### src/logic/suvm_pkg.sv
// Package with register map, field positions and timing constants of the undervoltage monitor.
package suvm_pkg;
  localparam int unsigned CLK_HZ               = 200_000_000;
  localparam logic [3:0]  ADDR_UNDERVOLT_CTRL  = 4'h0;
  localparam logic [3:0]  ADDR_IRQ_CONTROL_0   = 4'h1;
  localparam logic [3:0]  ADDR_IRQ_CONTROL_1   = 4'h2;
  localparam logic [3:0]  ADDR_EVENT_STATUS    = 4'h3;
  localparam logic [3:0]  ADDR_EVENT_MASK      = 4'h4;
  localparam logic [3:0]  ADDR_MONITOR_STATUS  = 4'h5;
  localparam int          TRIP_SEL_LSB         = 0;
  localparam int          BANDGAP_BUF_BIT      = 3;
  localparam int          DETECTOR_EN_BIT      = 4;
  localparam int          LOW_SUPPLY_BIT       = 5;
  localparam int          GLOBAL_IRQ_EN_BIT    = 0;
  localparam int          UV_IRQ_EN_BIT        = 1;
  localparam int          UV_IRQ_FLAG_BIT      = 5;
  localparam int          EVT_LOW_RISE_BIT     = 0;
  localparam int          EVT_IRQ_SET_BIT      = 1;
  localparam int          EVT_WAKE_BIT         = 2;
  localparam logic [7:0]  UNDERVOLT_CTRL_RST   = 8'h00;
  localparam logic [7:0]  IRQ_CONTROL_0_RST    = 8'h00;
  localparam logic [7:0]  IRQ_CONTROL_1_RST    = 8'h00;
  localparam logic [7:0]  CTRL_WRITE_MASK      = 8'h1f;
  localparam logic [7:0]  IRQC0_WRITE_MASK     = 8'h7f;
  localparam logic [2:0]  EVENT_MASK_RST       = 3'h0;
  localparam int unsigned FLAG_TO_IRQ_DELAY_US = 15;
  localparam int unsigned FLAG_TO_IRQ_CYCLES   = FLAG_TO_IRQ_DELAY_US * (CLK_HZ / 1_000_000);
endpackage : suvm_pkg

### src/logic/suvm_delay.sv
// Delay timer that qualifies the synchronised low-supply flag before raising an interrupt request.
`timescale 1ns/100ps
`default_nettype none
module suvm_delay
  import suvm_pkg::*;
#(
  parameter int unsigned DELAY_CYCLES = FLAG_TO_IRQ_CYCLES
) (
  // Clock and reset.
  input  wire logic core_clk_i,
  input  wire logic rst_i,
  // Qualified level and result.
  input  wire logic low_i,
  output var  logic expired_o
);
  localparam int CW = $clog2(DELAY_CYCLES + 1);
  localparam logic [CW-1:0] LAST = CW'(DELAY_CYCLES - 1);

  logic [CW-1:0] count;

  // The count restarts whenever the flag drops, so a toggling flag near the trip level does not fire early.
  always_ff @(posedge core_clk_i or posedge rst_i) begin
    if (rst_i) begin
      count     <= '0;
      expired_o <= 1'b0;
    end else if (!low_i) begin
      count     <= '0;
      expired_o <= 1'b0;
    end else if (count == LAST) begin
      expired_o <= 1'b1;
    end else begin
      count     <= count + CW'(1);
    end
  end
endmodule : suvm_delay
`default_nettype wire

### src/logic/suvm_top.sv
// Undervoltage monitor control, status and interrupt logic behind an Avalon-MM slave.
//
// Our own choices: the Avalon-MM interface to the registers and the register offsets.
`timescale 1ns/100ps
`default_nettype none
module suvm_top
  import suvm_pkg::*;
#(
  parameter int unsigned IRQ_DELAY_CYCLES = FLAG_TO_IRQ_CYCLES
) (
  // Clock and reset.
  input  wire logic       core_clk_i,
  input  wire logic       rst_i,
  // Avalon-MM slave.
  input  wire logic [3:0] avs_address_i,
  input  wire logic       avs_read_i,
  input  wire logic       avs_write_i,
  input  wire logic [31:0] avs_writedata_i,
  input  wire logic [3:0] avs_byteenable_i,
  output var  logic [31:0] avs_readdata_o,
  output var  logic       avs_waitrequest_o,
  output var  logic [1:0] avs_response_o,
  // Analog side and power state.
  input  wire logic       comparator_i,
  input  wire logic       sleep_i,
  input  wire logic       idle_i,
  input  wire logic       undervolt_reset_en_i,
  output var  logic [2:0] trip_level_select_o,
  output var  logic       detector_on_o,
  output var  logic       bandgap_on_o,
  // Processor side.
  output var  logic       cpu_irq_o,
  output var  logic       idle_wake_o,
  output var  logic       event_irq_o
);
  logic [7:0] undervolt_control;
  logic [7:0] irq_control_0;
  logic [7:0] irq_control_1;
  logic [2:0] event_status;
  logic [2:0] event_mask;
  logic       cmp_meta;
  logic       cmp_sync;
  logic       low_supply_flag;
  logic       low_prev;
  logic       delay_done;
  logic       delay_prev;
  logic       ack_pending;
  logic       flag_rise;
  logic [2:0] event_hit;
  logic       wr_lo;
  logic [31:0] next_readdata;
  logic       next_err;

  // One wait cycle per access keeps read data registered and gives a simple fixed answer time.
  always_ff @(posedge core_clk_i or posedge rst_i) begin
    if (rst_i) begin
      ack_pending       <= 1'b0;
      avs_waitrequest_o <= 1'b1;
    end else if ((avs_read_i || avs_write_i) && !ack_pending) begin
      ack_pending       <= 1'b1;
      avs_waitrequest_o <= 1'b0;
    end else begin
      ack_pending       <= 1'b0;
      avs_waitrequest_o <= 1'b1;
    end
  end

  // Writes take effect at the edge where waitrequest is sampled low.
  assign wr_lo = avs_write_i && ack_pending && avs_byteenable_i[0];

  // The first stage feeds only the second one.
  always_ff @(posedge core_clk_i or posedge rst_i) begin
    if (rst_i) begin
      cmp_meta <= 1'b0;
      cmp_sync <= 1'b0;
    end else begin
      cmp_meta <= comparator_i;
      cmp_sync <= cmp_meta;
    end
  end

  // The comparator is only meaningful while the detector is really on.
  always_ff @(posedge core_clk_i or posedge rst_i) begin
    if (rst_i) begin
      low_supply_flag <= 1'b0;
    end else begin
      low_supply_flag <= cmp_sync && detector_on_o;
    end
  end

  always_ff @(posedge core_clk_i or posedge rst_i) begin
    if (rst_i) begin
      detector_on_o       <= 1'b0;
      bandgap_on_o        <= 1'b0;
      trip_level_select_o <= 3'h0;
    end else begin
      detector_on_o       <= undervolt_control[DETECTOR_EN_BIT] && !sleep_i;
      bandgap_on_o        <= undervolt_control[DETECTOR_EN_BIT] || undervolt_reset_en_i
                             || undervolt_control[BANDGAP_BUF_BIT];
      trip_level_select_o <= undervolt_control[TRIP_SEL_LSB +: 3];
    end
  end

  suvm_delay #(
    .DELAY_CYCLES (IRQ_DELAY_CYCLES)
  ) u_delay (
    .core_clk_i (core_clk_i),
    .rst_i      (rst_i),
    .low_i      (low_supply_flag),
    .expired_o  (delay_done)
  );

  always_ff @(posedge core_clk_i or posedge rst_i) begin
    if (rst_i) begin
      delay_prev <= 1'b0;
      low_prev   <= 1'b0;
    end else begin
      delay_prev <= delay_done;
      low_prev   <= low_supply_flag;
    end
  end

  assign flag_rise = delay_done && !delay_prev;

  always_ff @(posedge core_clk_i or posedge rst_i) begin
    if (rst_i) begin
      undervolt_control <= UNDERVOLT_CTRL_RST;
    end else if (wr_lo && avs_address_i == ADDR_UNDERVOLT_CTRL) begin
      undervolt_control <= avs_writedata_i[7:0] & CTRL_WRITE_MASK;
    end
  end

  always_ff @(posedge core_clk_i or posedge rst_i) begin
    if (rst_i) begin
      irq_control_0 <= IRQ_CONTROL_0_RST;
    end else if (wr_lo && avs_address_i == ADDR_IRQ_CONTROL_0) begin
      irq_control_0 <= avs_writedata_i[7:0] & IRQC0_WRITE_MASK;
    end
  end

  // The delayed event wins over a software write in the same cycle.
  always_ff @(posedge core_clk_i or posedge rst_i) begin
    if (rst_i) begin
      irq_control_1 <= IRQ_CONTROL_1_RST;
    end else begin
      if (wr_lo && avs_address_i == ADDR_IRQ_CONTROL_1) begin
        irq_control_1 <= avs_writedata_i[7:0];
      end
      if (flag_rise) begin
        irq_control_1[UV_IRQ_FLAG_BIT] <= 1'b1;
      end
    end
  end

  // Wake only on a new request; a flag preset by software produces no edge.
  always_ff @(posedge core_clk_i or posedge rst_i) begin
    if (rst_i) begin
      idle_wake_o <= 1'b0;
    end else begin
      idle_wake_o <= flag_rise && !irq_control_1[UV_IRQ_FLAG_BIT] && idle_i;
    end
  end

  always_ff @(posedge core_clk_i or posedge rst_i) begin
    if (rst_i) begin
      cpu_irq_o <= 1'b0;
    end else begin
      cpu_irq_o <= irq_control_1[UV_IRQ_FLAG_BIT] && irq_control_1[UV_IRQ_EN_BIT]
                   && irq_control_0[GLOBAL_IRQ_EN_BIT];
    end
  end

  assign event_hit[EVT_LOW_RISE_BIT] = low_supply_flag && !low_prev;
  assign event_hit[EVT_IRQ_SET_BIT]  = flag_rise;
  assign event_hit[EVT_WAKE_BIT]     = idle_wake_o;

  // Write-one-to-clear, with a fresh event beating the clear.
  always_ff @(posedge core_clk_i or posedge rst_i) begin
    if (rst_i) begin
      event_status <= 3'h0;
      event_mask   <= EVENT_MASK_RST;
    end else begin
      if (wr_lo && avs_address_i == ADDR_EVENT_MASK) begin
        event_mask <= avs_writedata_i[2:0];
      end
      if (wr_lo && avs_address_i == ADDR_EVENT_STATUS) begin
        event_status <= (event_status & ~avs_writedata_i[2:0]) | event_hit;
      end else begin
        event_status <= event_status | event_hit;
      end
    end
  end

  always_ff @(posedge core_clk_i or posedge rst_i) begin
    if (rst_i) begin
      event_irq_o <= 1'b0;
    end else begin
      event_irq_o <= |(event_status & event_mask);
    end
  end

  always_comb begin
    next_readdata = 32'h0;
    next_err      = 1'b0;
    case (avs_address_i)
      ADDR_UNDERVOLT_CTRL: begin
        next_readdata[7:0] = undervolt_control;
        next_readdata[LOW_SUPPLY_BIT] = low_supply_flag;
      end
      ADDR_IRQ_CONTROL_0:  next_readdata[7:0] = irq_control_0;
      ADDR_IRQ_CONTROL_1:  next_readdata[7:0] = irq_control_1;
      ADDR_EVENT_STATUS:   next_readdata[2:0] = event_status;
      ADDR_EVENT_MASK:     next_readdata[2:0] = event_mask;
      ADDR_MONITOR_STATUS: next_readdata[2:0] = {bandgap_on_o, detector_on_o, delay_done};
      default:             next_err = 1'b1;
    endcase
  end

  always_ff @(posedge core_clk_i or posedge rst_i) begin
    if (rst_i) begin
      avs_readdata_o <= 32'h0;
      avs_response_o <= 2'h0;
    end else if ((avs_read_i || avs_write_i) && !ack_pending) begin
      avs_readdata_o <= avs_read_i ? next_readdata : 32'h0;
      avs_response_o <= next_err ? 2'h3 : 2'h0;
    end
  end
endmodule : suvm_top
`default_nettype wire

### config.mk
export PLATFORM = sky130hd
export DESIGN_NAME = suvm_top
export DESIGN_NICKNAME = d
export VERILOG_FILES = /design/src/logic/suvm_pkg.sv /design/src/logic/suvm_delay.sv /design/src/logic/suvm_top.sv
export SDC_FILE = /design/constraint.sdc
export NUM_CORES = 1
export LEC_CHECK = 0
export BUFFER_PORTS_ARGS = -buffer_cell sky130_fd_sc_hd__buf_2
export CORE_MARGIN = 3
export CORE_UTILIZATION = 51
export DETAILED_ROUTE_END_ITERATION = 16
export PLACE_DENSITY = 0.8
export SLEW_MARGIN = 0
export SYNTH_ARGS = -nofsm -noshare
export SYNTH_HDL_FRONTEND = slang
export SYNTH_SLANG_ARGS = --single-unit
### constraint.sdc
create_clock -name core_clk_i -period 2.9 [get_ports core_clk_i]
set_input_delay 0.725 -clock core_clk_i [delete_from_list [all_inputs] [get_ports core_clk_i]]
set_output_delay 0.725 -clock core_clk_i [all_outputs]
set_load 0.05 [all_outputs]
== Word level (Yosys, flattened, before mapping) ==
Cells that the tools add are included.

* Register bits after elaboration: 88
* Bits of input ports: 48
* Logic and storage cells: 78

* Add/subtract/negate cells: 1
* Equality and inequality tests: 8
* Mux-type cells: 13
* Bitwise logic cells: 5
* Reduce and logical (&&, ||, !) cells: 28

{| class="wikitable"
|+ Operators with widths
! operator !! number
|-
| $mux 12 || 2
|-
| $pmux 3 s6 || 1
|-
| $logic_and 1x1->1 || 16
|-
| $pmux 5 s3 || 1
|-
| $add 12x1->12 const B || 1
|-
| $eq 12x12->1 const B || 1
|-
| $eq 4x2->1 const B || 2
|-
| $eq 4x3->1 const B || 2
|-
| $mux 8 || 1
|-
| $and 3x3->3 || 2
|-
| $mux 6 || 1
|-
| $or 3x3->3 || 2
|-
| $reduce_or 6->1 || 1
|-
| $logic_not 1->1 || 5
|-
| $mux 1 || 5
|-
| $eq 4x1->1 const B || 1
|-
| $logic_not 4->1 || 1
|-
| $logic_or 1x1->1 || 3
|-
| $mux 3 || 1
|-
| $not 3->3 || 1
|-
| $reduce_or 3->1 || 1
|-
| $mux 2 || 1
|-
| $ne 2x1->1 const B || 1
|-
| $ne 2x2->1 const B || 1
|-
| $reduce_bool 2->1 || 1
|}

== Depth between registers and ports, before layout ==
* Word-level depth: 5
* Mapped depth: 5

== Hierarchy ==
A second synthesis with hierarchy kept.

* Cell total of the unflattened synthesis: 258
* Area total of the unflattened synthesis: 2989.1 um^2

{| class="wikitable"
|+ Modules (own cells, without submodules)
! module !! instances !! cells an instance !! area each (um^2) !! seq. area each (um^2)
|-
| suvm_top || 1 || 188 || 2304.7 || 1252.5
|-
| suvm_delay || 1 || 70 || 684.4 || 325.3
|}

== Worst setup path before layout ==
Ideal clock, no wire load.

* Path kind: input to register
* Start: input port avs_address_i[1]
* End: register irq_control_0[0]
* Arrival time: 1.781 ns
* Slack: 0.994 ns
* Stages on the path: 5
* Path buffers: 2
* Cells stage by stage: buf_6 > nor2b_1 > and3_1 > buf_2 > mux2_2

* Longest elaborated chain between the ends: 2

{| class="wikitable"
|+ RTL lines
! element !! RTL line !! text
|-
| from (decl) || suvm_top.sv:15 || <nowiki>input wire logic [3:0] avs_address_i,</nowiki>
|-
| $eq 4x1->1 || suvm_top.sv:136 || <nowiki>end else if (wr_lo && avs_address_i == ADDR_IRQ_CONTROL_0) begin</nowiki>
|-
| $logic_and 1x1->1 || suvm_top.sv:136 ||
|-
| to (signal assigned) || suvm_top.sv:137 || <nowiki>irq_control_0 <= avs_writedata_i[7:0] & IRQC0_WRITE_MASK;</nowiki>
|-
| to (decl) || suvm_top.sv:37 || <nowiki>logic [7:0] irq_control_0;</nowiki>
|}

No other way between the ends.
A chain may end at the register's enable or synchronous reset.

== Worst setup path in the final report ==
* Start: input port avs_address_i[0]
* End: register irq_control_1[1]

* Longest elaborated chain between the ends: 2

{| class="wikitable"
|+ RTL lines
! element !! RTL line !! text
|-
| $eq 4x2->1 || suvm_top.sv:146 || <nowiki>if (wr_lo && avs_address_i == ADDR_IRQ_CONTROL_1) begin</nowiki>
|-
| $logic_and 1x1->1 || suvm_top.sv:146 ||
|-
| to (signal assigned) || suvm_top.sv:147 || <nowiki>irq_control_1 <= avs_writedata_i[7:0];</nowiki>
|-
| to (decl) || suvm_top.sv:38 || <nowiki>logic [7:0] irq_control_1;</nowiki>
|}

No other way between the ends.

==> impl_metrics.ini <==
[clock_tree]
cts_made_buffers = 9
cts-resized-gates = 0
clockBufferDepth = 2
cts.sinks = 63
cts_tree = built
root_buffer = clkbuf_8
clock_latency_ps = 340
cts_hold_buf = 0
h-tree-depth = 3
clk_pin_slew_worst_paths_ps = 60
cts_setup_buffers = 0

[grt]
met1_usage_pct = 25.1
grt_usage_pct = 19.1
grt_max_degree = 64
grt_pass1_wl_um = 9360
grt-ovfl-total = 0
grt_antenna_before_repair = 0
busiest_layer = met2
grt_pass1_vias = 1972
grt_use_met2_pct = 27.5
grt.met3_usage_pct = 7.68

[run_status]
status = finished clean

[layout]
final_area_um2 = 3320
fill_cells = 430
area_delta_synth_final_pct = 13.3
drive_gt1_share_pct = 32.0
fin_cells = 364
nets = 338
num_antenna_cells = 0
post-route-util_pct = 62.3

[critical_path]
endpoint_kind = register
critPathKind = input pin to register
crit_path_max_fanout = 12
worstPathArrival_ps = 2150
cp.required_ps = 3120
startpoint_type = input pin

[sta]
max_freq_mhz = 519
final_hold_viol_count = 0
layout_setup_ws_ps = 974
relSlewSlack_pct = 48.2
setup_tns_ps = 0
slew_violations = 0
setup_viol = 0
rsz0062_at_grt = no
skew_ps = 7.07
fin_crit_sh_pct = 66.4
period_needed_ps = 1930
worst_pin_slew_ps = 770
whs_ps = 354

[drt]
vias = 1931
first_pass_iters = 4
wire_per_inst_um = 15.2
routed_wl_um = 5530
vias_per_cell = 5.30
drt-initial-drc-count = 108
drtAntennaViolNets = 0
route.detailed.drc = 0

[run]
drv_cap = 0

[placed_design]
hpwlAfterDp_um = 3880
dpl-instance-area_um2 = 3100
dp_cells = 348
place_congestion = 0.786
dpl_worst_slack_ps = 614
io_buffer_count = 39

[min_path]
hold_path_class = register to register

[yosys]
avgSynthCellArea_um2 = 12.0
async_flop_share_pct = 100
synth_edf_count = 0
ys_ff_latch = 63
ys.flop_type = dfrtp_1
ys_seq_area_share_pct = 53.8
netlist_instances = 244
synthDistinctLibCells = 47
syn_area_um2 = 2940
yosys_warnings = 0

[die]
pin_count = 91
start_util_pct = 55.0
rows = 26
core_area_um2 = 5340
die_y_um = 81.9
dieArea_um2 = 6700
die_width_um = 81.9

[power]
leakage_nw = 1.59
p_total_mw = 2.22
peakVddDrop_mv = 0.425
p_per_area_nw_per_um2 = 666
[state kept, by name, summed over array words and instances, names as in the netlist, 3 cells and up]
register             cells
u_delay.count           12
event_mask               3
undervolt_control        5
irq_control_1            8
trip_level_select_o      3
avs_readdata_o           8
event_status             3
irq_control_0            7
[metal layers]
| metal | part of all wire (%) | up-vias |
|---|---|---|
| met5 | 0 | - |
| met4 | 2.1 | 0 |
| met3 | 6.1 | 10 |
| met2 | 46 | 54 |
| met1 | 46 | 951 |
| li1 | - | 916 |
[worst max-delay path: stages]
cell      delay [ps]
buf_2            200
nand2b_4         200
nor4b_4          450
buf_4            230
mux2_2           330
[Yosys cell counts, types with 2 or more instances]
master	n	area, µm²
buf_4	25	188
nor2_1	7	26.3
nor2b_1	4	25.0
or4_1	3	22.5
mux2_2	25	282
and3_1	3	18.8
o221ai_1	2	17.5
o2bb2ai_1	5	43.8
or3_1	6	37.5
o21ai_0	7	35.0
nand2_1	14	52.6
buf_6	2	22.5
a21oi_1	8	40.0
nand2b_1	3	18.8
nand4_1	5	31.3
a22o_1	4	35.0
mux4_2	2	45.0
inv_1	8	30.0
mux2i_1	8	80.1
buf_2	4	20.0
dfrtp_1	62	1550
o31ai_1	4	30.0
a31oi_1	2	12.5
nor3b_1	2	15.0
nand3_1	7	35.0
[worst paths after layout]
path	start	endpoint	slack, ps	depth (start not counted)
max	avs_address_i[0]	irq_control_1[1]	970	5
min	cmp_meta	cmp_sync	350	0
max reg2reg	u_delay.count[0]	u_delay.count[10]	1180	4
min reg2reg	cmp_meta	cmp_sync	350	0
max in group asynchronous	rst_i	u_delay.count[0]	1810	3
min in group asynchronous	rst_i	u_delay.count[11]	600	3
[report_power, final]
group	internal [mW]	total, mW	switching, mW
Clock	0.530	0.855	0.324
Combinational	0.105	0.356	0.251
Sequential	0.957	1.00	0.0475
Total	1.59	2.22	0.623
[area by class of cell]
cell class              count  area (µm²)  share of cell area (%)
multi-input cells         163        1180                    35.4
well taps                  70        87.6                    2.63
flip-flops and latches     63        1580                    47.5
clock inverters             3        65.1                    1.96
clock buffers              13         159                    4.78
inverters                   9        33.8                    1.02
repair buffers             43         225                    6.77
[kinds of logic after synthesis]
| logic type | after synthesis | share of synthesized area, % |
|---|---|---|
| buf+inv | 41 | 9.12 |
| simple gates | 64 | 13.4 |
| mux | 35 | 13.9 |
| fa+ha+maj | 1 | 0.426 |
| other cells | 1 | 0.128 |
| compound gates | 38 | 8.99 |
| xor+xnor | 1 | 0.298 |
| flops | 63 | 53.8 |
[placed cells by master, fill, tap and decap left out, drive strengths merged, types with 2 or more instances in the layout]
cell     count
dfrtp       62
a22o         4
inv          8
mux4         2
and3         4
a31oi        2
nor2b        4
or3          7
o2bb2ai      5
clkbuf      13
bufinv       2
nand2       14
conb        24
or4          3
o21ai        7
nor3b        2
a21oi        8
and2         2
o31ai        4
clkinv       2
nor2         7
mux2        25
mux2i        8
buf         43
o221ai       2
nand4        5
nand2b       4
nand3        7
Note: power is estimated with default switching activity, not from simulation.
